**config.mk**
```make
export PLATFORM = sky130hd
export DESIGN_NAME = adcc_top
export DESIGN_NICKNAME = d
export VERILOG_FILES = /design/src/adcc_pkg.sv /design/src/adcc_conv_if.sv /design/src/adcc_top.sv /design/src/adcc_sar.sv
export SDC_FILE = /design/constraint.sdc
export NUM_CORES = 1
export LEC_CHECK = 0
export ABC_CLOCK_PERIOD_IN_PS = 3400
export CAP_MARGIN = 40
export CORE_ASPECT_RATIO = 0.9
export CORE_MARGIN = 4
export CORE_UTILIZATION = 35
export CTS_BUF_LIST = sky130_fd_sc_hd__clkbuf_8
export CTS_CLUSTER_DIAMETER = 200
export DETAILED_ROUTE_END_ITERATION = 10
export DONT_BUFFER_PORTS = 1
export SYNTH_ARGS = -nofsm -noshare
export SYNTH_HDL_FRONTEND = slang
export SYNTH_SLANG_ARGS = --single-unit
```
**constraint.sdc**
```tcl
create_clock -name pclk -period 3.4 [get_ports pclk]
set_input_delay 0.68 -clock pclk [delete_from_list [all_inputs] [get_ports pclk]]
set_output_delay 0.68 -clock pclk [all_outputs]
set_load 0.1 [all_outputs]
```
**src/adcc_pkg.sv**
```systemverilog
package adcc_pkg;

  // ----------------------------------------------------------------
  // register map (byte addresses, one aligned word each)
  // ----------------------------------------------------------------
  localparam logic [7:0] ADDR_CTRL = 8'h00;
  localparam logic [7:0] ADDR_INTC = 8'h04;
  localparam logic [7:0] ADDR_CMD = 8'h08;
  localparam logic [7:0] ADDR_STAT = 8'h0C;
  localparam logic [7:0] ADDR_WORK = 8'h10;
  localparam logic [7:0] ADDR_RES = 8'h14;
  localparam logic [7:0] ADDR_CMPV = 8'h18;
  localparam logic [7:0] ADDR_ISTAT = 8'h1C;
  localparam logic [7:0] ADDR_IMASK = 8'h20;
  localparam logic [7:0] ADDR_PINSEL = 8'h24;

  // ----------------------------------------------------------------
  // field positions
  // ----------------------------------------------------------------
  localparam int CTRL_MODE_BIT = 3;
  localparam int CTRL_CH_LSB = 4;
  localparam int INTC_IE_BIT = 2;
  localparam int CMD_START_BIT = 0;
  localparam int CMD_SKIP_BIT = 1;
  localparam int CMD_XFER_BIT = 2;
  localparam int STAT_DONE_BIT = 0;
  localparam int STAT_BUSY_BIT = 1;
  localparam int STAT_SKIP_BIT = 2;
  localparam int STAT_HIGH_BIT = 3;
  localparam int IEV_DONE_BIT = 0;
  localparam int IEV_RESTART_BIT = 1;

  // ----------------------------------------------------------------
  // widths and reset values
  // ----------------------------------------------------------------
  localparam int RES_W = 10;
  localparam int WORK_W = 4;
  localparam int CH_W = 3;
  localparam int PINS = 8;
  localparam int IEV_W = 2;
  localparam int BIT_W = 4;
  localparam int CNT_W = 4;
  localparam logic CTRL_MODE_RST = 1'b0;
  localparam logic [CH_W-1:0] CTRL_CH_RST = 3'h0;
  localparam logic INTC_IE_RST = 1'b0;
  localparam logic [WORK_W-1:0] WORK_RST = 4'h0;
  localparam logic [RES_W-1:0] CMPV_RST = 10'h000;
  localparam logic [IEV_W-1:0] IMASK_RST = 2'h0;
  localparam logic [PINS-1:0] PINSEL_RST = 8'h00;

  // ----------------------------------------------------------------
  // timing, counted in pclk cycles
  // ----------------------------------------------------------------
  localparam int CONV_CLK_DIV = 4;
  localparam int MACH_CYC_CLKS = 3;
  localparam int CMP_MACH_CYCLES = 2;
  localparam int CMP_WAIT_CLKS = CMP_MACH_CYCLES * MACH_CYC_CLKS;
  localparam logic [BIT_W-1:0] MSB_IDX = 4'(RES_W - 1);

  typedef enum logic [2:0] {
    ST_IDLE = 3'b000,
    ST_SAMPLE = 3'b001,
    ST_CONV = 3'b010,
    ST_CMP_MC = 3'b011,
    ST_CMP_CK = 3'b100
  } adcc_sar_st_t;

endpackage

```
**src/adcc_conv_if.sv**
```systemverilog
`timescale 1ns/1ps
interface adcc_conv_if;
  import adcc_pkg::*;
  logic start;
  logic mode;
  logic ck_en;
  logic [RES_W-1:0] cmp_val;
  logic busy;
  logic done;
  logic high;
  logic [RES_W-1:0] result;

  modport ctl (output start, output mode, output ck_en, output cmp_val,
    input busy, input done, input high, input result);
  modport sar (input start, input mode, input ck_en, input cmp_val,
    output busy, output done, output high, output result);
endinterface

```
**src/adcc_top.sv**
```systemverilog
// Operation
// - restart discards partial result, begins afresh
// - input higher in comparator mode: flag stays
// - input higher raises no converter interrupt
// - comparison ends after two machine cycles plus clock
// - analog-selected pins lose their digital port function
// - result low bits go to working high bits
//
// Our own choices: register access over APB and the address map.
`timescale 1ns/1ps
module adcc_top (
  input wire logic pclk,
  input wire logic presetn,
  input wire logic psel,
  input wire logic penable,
  input wire logic pwrite,
  input wire logic [7:0] paddr,
  input wire logic [31:0] pwdata,
  output logic [31:0] prdata,
  output logic pready,
  output logic pslverr,
  output logic irq,
  input wire logic cmp_hi,
  output logic [adcc_pkg::RES_W-1:0] dac_code,
  output logic sample_en,
  output logic [adcc_pkg::CH_W-1:0] chan_sel,
  input wire logic [adcc_pkg::PINS-1:0] port_oe_req,
  input wire logic [adcc_pkg::PINS-1:0] port_out_req,
  input wire logic [adcc_pkg::PINS-1:0] pin_in,
  output logic [adcc_pkg::PINS-1:0] pin_oe,
  output logic [adcc_pkg::PINS-1:0] pin_out,
  output logic [adcc_pkg::PINS-1:0] port_in
);
  import adcc_pkg::*;

  adcc_conv_if cv ();

  logic mode_ff;
  logic [CH_W-1:0] ch_ff;
  logic ie_ff;
  logic done_flag_ff;
  logic skip_ff;
  logic high_ff;
  logic [WORK_W-1:0] work_ff;
  logic [RES_W-1:0] cmpv_ff;
  logic [IEV_W-1:0] istat_ff;
  logic [IEV_W-1:0] imask_ff;
  logic [PINS-1:0] pinsel_ff;
  logic start_ff;
  logic [1:0] div_ff;
  logic ck_en_ff;
  logic [31:0] prdata_ff;
  logic pready_ff;
  logic pslverr_ff;
  logic irq_ff;
  logic [PINS-1:0] pin_oe_ff;
  logic [PINS-1:0] pin_out_ff;
  logic [PINS-1:0] port_in_ff;
  logic [CH_W-1:0] chan_ff;

  logic wr_en;
  logic rd_setup;
  logic cmd_wr;
  logic mode_to_conv;
  logic done_set;
  logic skip_hit;
  logic [IEV_W-1:0] iev_set;
  logic [IEV_W-1:0] nxt_istat;

  // ----------------------------------------------------------------
  // bus decode
  // ----------------------------------------------------------------
  function automatic logic addr_mapped(input logic [7:0] a);
    case (a)
      ADDR_CTRL, ADDR_INTC, ADDR_CMD, ADDR_STAT, ADDR_WORK, ADDR_RES,
      ADDR_CMPV, ADDR_ISTAT, ADDR_IMASK, ADDR_PINSEL: addr_mapped = 1'b1;
      default: addr_mapped = 1'b0;
    endcase
  endfunction

  function automatic logic wr_hit(input logic en, input logic [7:0] a, input logic [7:0] r);
    wr_hit = en && (a == r);
  endfunction

  // writes land on the access edge; reads are fetched in setup so the
  // slave can answer with no wait state
  assign wr_en = psel && penable && pwrite && pready_ff;
  assign rd_setup = psel && !penable;
  assign cmd_wr = wr_hit(wr_en, paddr, ADDR_CMD);
  assign mode_to_conv = wr_hit(wr_en, paddr, ADDR_CTRL) && mode_ff
    && !pwdata[CTRL_MODE_BIT];
  // the switch to converter mode itself raises the flag, as the converter input settles
  assign done_set = cv.done || mode_to_conv;
  assign skip_hit = cmd_wr && pwdata[CMD_SKIP_BIT] && done_flag_ff;
  // a done event or the switch to converter mode asks for the interrupt, gated by the enable
  assign iev_set[IEV_DONE_BIT] = done_set && ie_ff;
  assign iev_set[IEV_RESTART_BIT] = cmd_wr && pwdata[CMD_START_BIT] && cv.busy;
  assign nxt_istat = (wr_hit(wr_en, paddr, ADDR_ISTAT)
    ? (istat_ff & ~pwdata[IEV_W-1:0]) : istat_ff) | iev_set;

  // ----------------------------------------------------------------
  // apb answer
  // ----------------------------------------------------------------
  always_ff @(posedge pclk or negedge presetn) begin
    if (!presetn) begin
      pready_ff <= 1'b0;
      pslverr_ff <= 1'b0;
      prdata_ff <= 32'h0000_0000;
    end else begin
      pready_ff <= 1'b1;
      if (rd_setup) begin
        pslverr_ff <= !addr_mapped(paddr);
        prdata_ff <= 32'h0000_0000;
        case (paddr)
          ADDR_CTRL: begin
            prdata_ff[CTRL_MODE_BIT] <= mode_ff;
            prdata_ff[CTRL_CH_LSB +: CH_W] <= ch_ff;
          end
          ADDR_INTC: prdata_ff[INTC_IE_BIT] <= ie_ff;
          ADDR_STAT: begin
            prdata_ff[STAT_DONE_BIT] <= done_flag_ff;
            prdata_ff[STAT_BUSY_BIT] <= cv.busy;
            prdata_ff[STAT_SKIP_BIT] <= skip_ff;
            prdata_ff[STAT_HIGH_BIT] <= high_ff;
          end
          ADDR_WORK: prdata_ff[WORK_W-1:0] <= work_ff;
          ADDR_RES: prdata_ff[RES_W-1:0] <= cv.result;
          ADDR_CMPV: prdata_ff[RES_W-1:0] <= cmpv_ff;
          ADDR_ISTAT: prdata_ff[IEV_W-1:0] <= istat_ff;
          ADDR_IMASK: prdata_ff[IEV_W-1:0] <= imask_ff;
          ADDR_PINSEL: prdata_ff[PINS-1:0] <= pinsel_ff;
          default: prdata_ff <= 32'h0000_0000;
        endcase
      end
    end
  end

  // ----------------------------------------------------------------
  // control registers
  // ----------------------------------------------------------------
  always_ff @(posedge pclk or negedge presetn) begin
    if (!presetn) begin
      mode_ff <= CTRL_MODE_RST;
      ch_ff <= CTRL_CH_RST;
      ie_ff <= INTC_IE_RST;
      cmpv_ff <= CMPV_RST;
      imask_ff <= IMASK_RST;
      pinsel_ff <= PINSEL_RST;
    end else begin
      // mode is taken as written; software keeps it still while busy
      if (wr_hit(wr_en, paddr, ADDR_CTRL)) begin
        mode_ff <= pwdata[CTRL_MODE_BIT];
        ch_ff <= pwdata[CTRL_CH_LSB +: CH_W];
      end
      if (wr_hit(wr_en, paddr, ADDR_INTC)) begin
        ie_ff <= pwdata[INTC_IE_BIT];
      end
      if (wr_hit(wr_en, paddr, ADDR_CMPV)) begin
        cmpv_ff <= pwdata[RES_W-1:0];
      end
      if (wr_hit(wr_en, paddr, ADDR_IMASK)) begin
        imask_ff <= pwdata[IEV_W-1:0];
      end
      if (wr_hit(wr_en, paddr, ADDR_PINSEL)) begin
        pinsel_ff <= pwdata[PINS-1:0];
      end
    end
  end

  // ----------------------------------------------------------------
  // instructions: start, skip on done flag, result low transfer
  // ----------------------------------------------------------------
  always_ff @(posedge pclk or negedge presetn) begin
    if (!presetn) begin
      start_ff <= 1'b0;
      done_flag_ff <= 1'b0;
      skip_ff <= 1'b0;
      high_ff <= 1'b0;
      work_ff <= WORK_RST;
    end else begin
      start_ff <= cmd_wr && pwdata[CMD_START_BIT];
      // a completion in the same cycle as the skip keeps the flag set
      if (done_set) begin
        done_flag_ff <= 1'b1;
      end else if (skip_hit) begin
        done_flag_ff <= 1'b0;
      end
      if (cmd_wr && pwdata[CMD_SKIP_BIT]) begin
        skip_ff <= done_flag_ff;
      end
      if (cv.high || cv.done) begin
        high_ff <= cv.high;
      end
      if (cmd_wr && pwdata[CMD_XFER_BIT]) begin
        work_ff <= {cv.result[1:0], 2'b00};
      end else if (wr_hit(wr_en, paddr, ADDR_WORK)) begin
        work_ff <= pwdata[WORK_W-1:0];
      end
    end
  end

  // ----------------------------------------------------------------
  // interrupt
  // ----------------------------------------------------------------
  always_ff @(posedge pclk or negedge presetn) begin
    if (!presetn) begin
      istat_ff <= '0;
      irq_ff <= 1'b0;
    end else begin
      istat_ff <= nxt_istat;
      irq_ff <= |(nxt_istat & imask_ff);
    end
  end

  // ----------------------------------------------------------------
  // conversion clock divider
  // ----------------------------------------------------------------
  always_ff @(posedge pclk or negedge presetn) begin
    if (!presetn) begin
      div_ff <= 2'h0;
      ck_en_ff <= 1'b0;
    end else begin
      div_ff <= (div_ff == 2'(CONV_CLK_DIV - 1)) ? 2'h0 : div_ff + 2'h1;
      ck_en_ff <= (div_ff == 2'(CONV_CLK_DIV - 1));
    end
  end

  // ----------------------------------------------------------------
  // shared pins: an analog pin is cut off from the digital port
  // ----------------------------------------------------------------
  always_ff @(posedge pclk or negedge presetn) begin
    if (!presetn) begin
      pin_oe_ff <= '0;
      pin_out_ff <= '0;
      port_in_ff <= '0;
      chan_ff <= '0;
    end else begin
      pin_oe_ff <= port_oe_req & ~pinsel_ff;
      pin_out_ff <= port_out_req & ~pinsel_ff;
      port_in_ff <= pin_in & ~pinsel_ff;
      chan_ff <= ch_ff;
    end
  end

  assign cv.start = start_ff;
  assign cv.mode = mode_ff;
  assign cv.ck_en = ck_en_ff;
  assign cv.cmp_val = cmpv_ff;

  adcc_sar u_sar (
    .pclk(pclk),
    .presetn(presetn),
    .cv(cv.sar),
    .cmp_hi(cmp_hi),
    .dac_ff(dac_code),
    .sample_ff(sample_en)
  );

  assign prdata = prdata_ff;
  assign pready = pready_ff;
  assign pslverr = pslverr_ff;
  assign irq = irq_ff;
  assign chan_sel = chan_ff;
  assign pin_oe = pin_oe_ff;
  assign pin_out = pin_out_ff;
  assign port_in = port_in_ff;
endmodule

```
**src/adcc_sar.sv**
```systemverilog
`timescale 1ns/1ps
module adcc_sar (
  input wire logic pclk,
  input wire logic presetn,
  adcc_conv_if.sar cv,
  input wire logic cmp_hi,
  output logic [adcc_pkg::RES_W-1:0] dac_ff,
  output logic sample_ff
);
  import adcc_pkg::*;

  adcc_sar_st_t st_ff;
  logic [BIT_W-1:0] bit_ff;
  logic [CNT_W-1:0] cnt_ff;
  logic [RES_W-1:0] trial;

  function automatic logic [RES_W-1:0] onehot(input logic [BIT_W-1:0] idx);
    onehot = RES_W'(1) << idx;
  endfunction

  // keep the trial bit only when the input stands above the dac level
  assign trial = cmp_hi ? dac_ff : (dac_ff & ~onehot(bit_ff));

  always_ff @(posedge pclk or negedge presetn) begin
    if (!presetn) begin
      st_ff <= ST_IDLE;
      bit_ff <= '0;
      cnt_ff <= '0;
      dac_ff <= '0;
      sample_ff <= 1'b0;
      cv.busy <= 1'b0;
      cv.done <= 1'b0;
      cv.high <= 1'b0;
      cv.result <= '0;
    end else begin
      cv.done <= 1'b0;
      cv.high <= 1'b0;
      if (cv.start) begin
        // a start always wins: partial result is dropped and the run restarts
        cv.result <= '0;
        cnt_ff <= '0;
        cv.busy <= 1'b1;
        if (cv.mode) begin
          st_ff <= ST_CMP_MC;
          dac_ff <= cv.cmp_val;
          sample_ff <= 1'b0;
        end else begin
          st_ff <= ST_SAMPLE;
          sample_ff <= 1'b1;
          bit_ff <= MSB_IDX;
          dac_ff <= onehot(MSB_IDX);
        end
      end else begin
        case (st_ff)
          ST_SAMPLE: begin
            if (cv.ck_en) begin
              st_ff <= ST_CONV;
              sample_ff <= 1'b0;
            end
          end
          ST_CONV: begin
            if (cv.ck_en) begin
              if (bit_ff == '0) begin
                st_ff <= ST_IDLE;
                cv.busy <= 1'b0;
                cv.done <= 1'b1;
                cv.result <= trial;
                dac_ff <= trial;
              end else begin
                bit_ff <= bit_ff - BIT_W'(1);
                dac_ff <= trial | onehot(bit_ff - BIT_W'(1));
              end
            end
          end
          ST_CMP_MC: begin
            // two machine cycles first, then the next conversion clock
            if (cnt_ff == CNT_W'(CMP_WAIT_CLKS - 1)) begin
              st_ff <= ST_CMP_CK;
            end else begin
              cnt_ff <= cnt_ff + CNT_W'(1);
            end
          end
          ST_CMP_CK: begin
            if (cv.ck_en) begin
              st_ff <= ST_IDLE;
              cv.busy <= 1'b0;
              cv.high <= cmp_hi;
              cv.done <= ~cmp_hi;
            end
          end
          default: begin
            st_ff <= ST_IDLE;
          end
        endcase
      end
    end
  end
endmodule

```
==> results.md <==
* Status: finished, final reports clean
* Flop2flop setup slack at 1110 ps
* Post-Synthesis Cells at 491
* Unrepaired setup endpoints after global routing: false
* Avg Vias per Cell at 5.46
* Max IR drop VDD at 0.305 mV
* Critical Path Stages at 6
* Diodes inserted at 0
* Proportion of synthesized area in mux cells at 0.0839
* CTS Buf Count at 17
* TNS Setup at 0 ps
* DR DRC count at 0
* Unique masters post-synth at 78
* Slowest CP cell: nor3b_2
* Clk Latency, worst-skew pair at 430 ps
* Via count at 3,951
* HP Class: in -> async
* CTS tree: done
* Rel. slew slack at 0.400
* Clk_skew at between 15 and 20 ps
* Core Region at 0.0155 sq mm
* Cell Pwr Density at 495 mW/mm^2
* TritonRoute pass-1 iters at 5
* Crit-path cells: inv_1 > ha_1 > nor3b_2 > a21oi_1 > buf_4 > mux2_2
* Worst Setup End Kind: register
* Syn avg cell area at 11.4 sq um
* Total grt overflow at 0
* RR Endpoint: u_sar.cv.result[7]
* YS warnings at 0
* RR Startpoint: u_sar.bit_ff[0]
* CP Class: reg -> reg
* Final WL at 13,700 microns
* Worst-path clk slew at 70 ps
* Layout cells sized above 1 at 0.200
* Worst setup SP type: register
* CP startpoint: u_sar.bit_ff[0]
* First-pass GRT wire length at 21,900 microns
* Crit path max fanout at 10
* Period Utilization, post-route at 0.673
* Max Freq at 437 MHz
* Post-synth EDFFs at 0
* Chip width at 141 microns
* WP buf/inv at 2
* Initial DRC count at roughly 320
* GRT Resource Usage Total at 0.154
* Largest delay share family, worst path: simple AND/OR/NAND/NOR gates
* Critical Path RT at 3720 ps
* Critical Path Sink: u_sar.cv.result[7]
* Reg area at 0.00283 sq mm
* Largest net degree at the start of global routing at around 110
* Vias in the first global route at approximately 4,000
* Synthesized cell area at 0.00558 sq mm
* Final setup fails at 0
* Max clock buf depth at 2
* Crit path setup slack, layout at around 1100 ps
* LEAKAGE at 2.93 nW
* XOR/XNOR Fraction of Synth Area at 0.0110
* I/O Pins at 143
* Sequential area share after synthesis at 0.507
* GP Congestion at 0.834
* Slew Viols, Final at 0
* Nets@finish at 586
* Crit path time final at 2290 ps
* Port-buffer cells at 0
* WP data arrival at 2610 ps
* Pre-CTS WS at between 1000 and 1500 ps
* Largest family of logic cells by synthesized area: simple AND/OR/NAND/NOR gates
* Antenna violations before repair at 0
* Fillers at 1,446
* Actual slew at the worst max-slew pin at between 900 and 1000 ps
* Max cap viols at 0
* H-tree depth at 4
* Area of the multi-input gates at 0.00245 sq mm
* Antenna-violating nets left at 0
* Root Buffer: clkbuf_8
* Fraction of registers with async set/reset at 1.00
* Adder-cell area share of the yosys netlist at 0.0179
* Setup bufs post-CTS at 0
* Post-synthesis sequential element count at between 100 and 150
* Die area at 0.0180 sq mm
* DP Wirelength at slightly below 10,000 microns
* FP Rows at 43
* Synth Area in Compound Gates at 0.131
* Max stage delay on crit path at 520 ps
* Hold violation total from the final report at 0
* # clock sinks at 113
* Initial core utilization at 0.360
* Die Span Y at 128 microns
* Area Overhead vs Synth at 19.5%
* Simple-gate portion of the synthesized area at 0.180
* Most common flop cell mapped by yosys: dfrtp_1
* R2R cell count at 6
* Drt wl/cell at 19.0 microns
-- worst min path at each step --
stage               cells after the start     endpoint  startpoint  slack, ps
floorplan                               0  chan_sel[1]    ch_ff[1]        360
global placement                        0  chan_sel[1]    ch_ff[1]        380
detailed placement                      0  chan_sel[1]    ch_ff[1]        380
CTS                                     1   port_in[1]     presetn        200
global route                            1    prdata[5]     presetn        200
finish                                  1   port_in[3]     presetn        160
-- power by group --
group	internal, mW	total, mW	leakage, nW	switching [mW]
clock	0.818	1.40	0.226	0.580
sequential	1.37	1.53	1.39	0.157
combinational	0.104	0.372	1.32	0.267
-- layout make-up --
cell class                      instances  share of cell area
Sequential cell                       113               0.424
Multi-Input combinational cell        337               0.367
Timing Repair Buffer                   30              0.0999
Tap cell                              202              0.0379
Clock buffer                           18              0.0372
Clock inverter                         14              0.0284
Inverter                                9             0.00507
-- cell usage in the layout, fill, tap and decap left out, drive strengths merged, types with 6 or more instances in the layout --
| cell type | instances |
|---|---|
| a21oi | 33 |
| a22o | 6 |
| a22oi | 6 |
| a31oi | 14 |
| a32oi | 7 |
| and3 | 7 |
| buf | 30 |
| clkbuf | 18 |
| conb | 23 |
| dfrtp | 113 |
| ha | 8 |
| inv | 13 |
| mux2 | 35 |
| mux2i | 7 |
| nand2 | 9 |
| nand2b | 10 |
| nand3 | 7 |
| nor2 | 34 |
| nor2b | 31 |
| nor3 | 8 |
| nor4b | 6 |
| o21ai | 9 |
-- per-layer routing --
layer  wire length (microns)  global-route usage
met5                       0                   0
met4                     139              0.0473
met3                    1270              0.0649
met2                    6240               0.233
met1                    6060               0.201
-- kinds of logic after synthesis --
logic type / after synthesis
XOR/XNOR: 7
other: 2
buffers and inverters: 62
adder cells (fa/ha/maj): 8
multiplexers: 42
AND/OR/NAND/NOR: 151
flip-flops: 113
AO/OA/AOI/OAI: 106
-- cells in the mapped netlist, types with 5 or more instances --
library cell,count,share of area
clkbuf_1,7,0.0047
a32oi_1,6,0.0094
nor2_1,34,0.023
buf_4,30,0.040
a31oi_1,14,0.016
buf_2,12,0.011
nor2b_1,31,0.035
a21oi_1,33,0.030
nand3_1,7,0.0063
and3_1,7,0.0079
mux2i_1,7,0.013
inv_1,9,0.0061
a22o_1,6,0.0094
nand4_1,5,0.0056
nor3_1,5,0.0045
dfrtp_1,113,0.51
nand2_1,8,0.0054
ha_1,8,0.018
o21ai_0,8,0.0072
mux2_2,26,0.052
mux2_1,8,0.016
nand2b_1,10,0.011
a22oi_1,6,0.0081
-- worst reg2reg max path, stage by stage (launching register included) --
cell and delay, ps:
dfrtp_1 440, inv_1 160, ha_1 340, nor3b_2 520
a21oi_1 210, buf_4 230, mux2_2 280
-- through the flow --
| step | instance area (sq um) | total power [mW] | cells | utilization | hold slack, ps |
|---|---|---|---|---|---|
| floorplan | 5660 | 1.83 | 512 | - | 363 |
| global placement | 5610 | 1.82 | 668 | 0.362 | 383 |
| detailed placement | 6200 | 1.90 | 690 | 0.400 | 382 |
| CTS | 6660 | 3.34 | 723 | 0.430 | 199 |
| global route | 6660 | 3.42 | 723 | 0.430 | 197 |
| finish | 6660 | 3.30 | 723 | 0.430 | 162 |
-- what timing repair did --
item,4_1_cts,5_1_grt
hold buffers,1,0
gates resized for setup,0,0
endpoints found under the hold margin,113,0
-- registers in the layout (all words and copies together), names as in the netlist, 2 cells and up --
register and cells:
cmpv_ff 10, prdata 10, u_sar.cv.result 10, u_sar.dac_ff 10, pin_oe 8, pin_out 8
pinsel_ff 8, port_in 8, u_sar.bit_ff 4, u_sar.cnt_ff 4, work_ff 4, ch_ff 3
chan_sel 3, u_sar.st_ff 3, div_ff 2, imask_ff 2, istat_ff 2
Power figures use the tool's default switching activity.
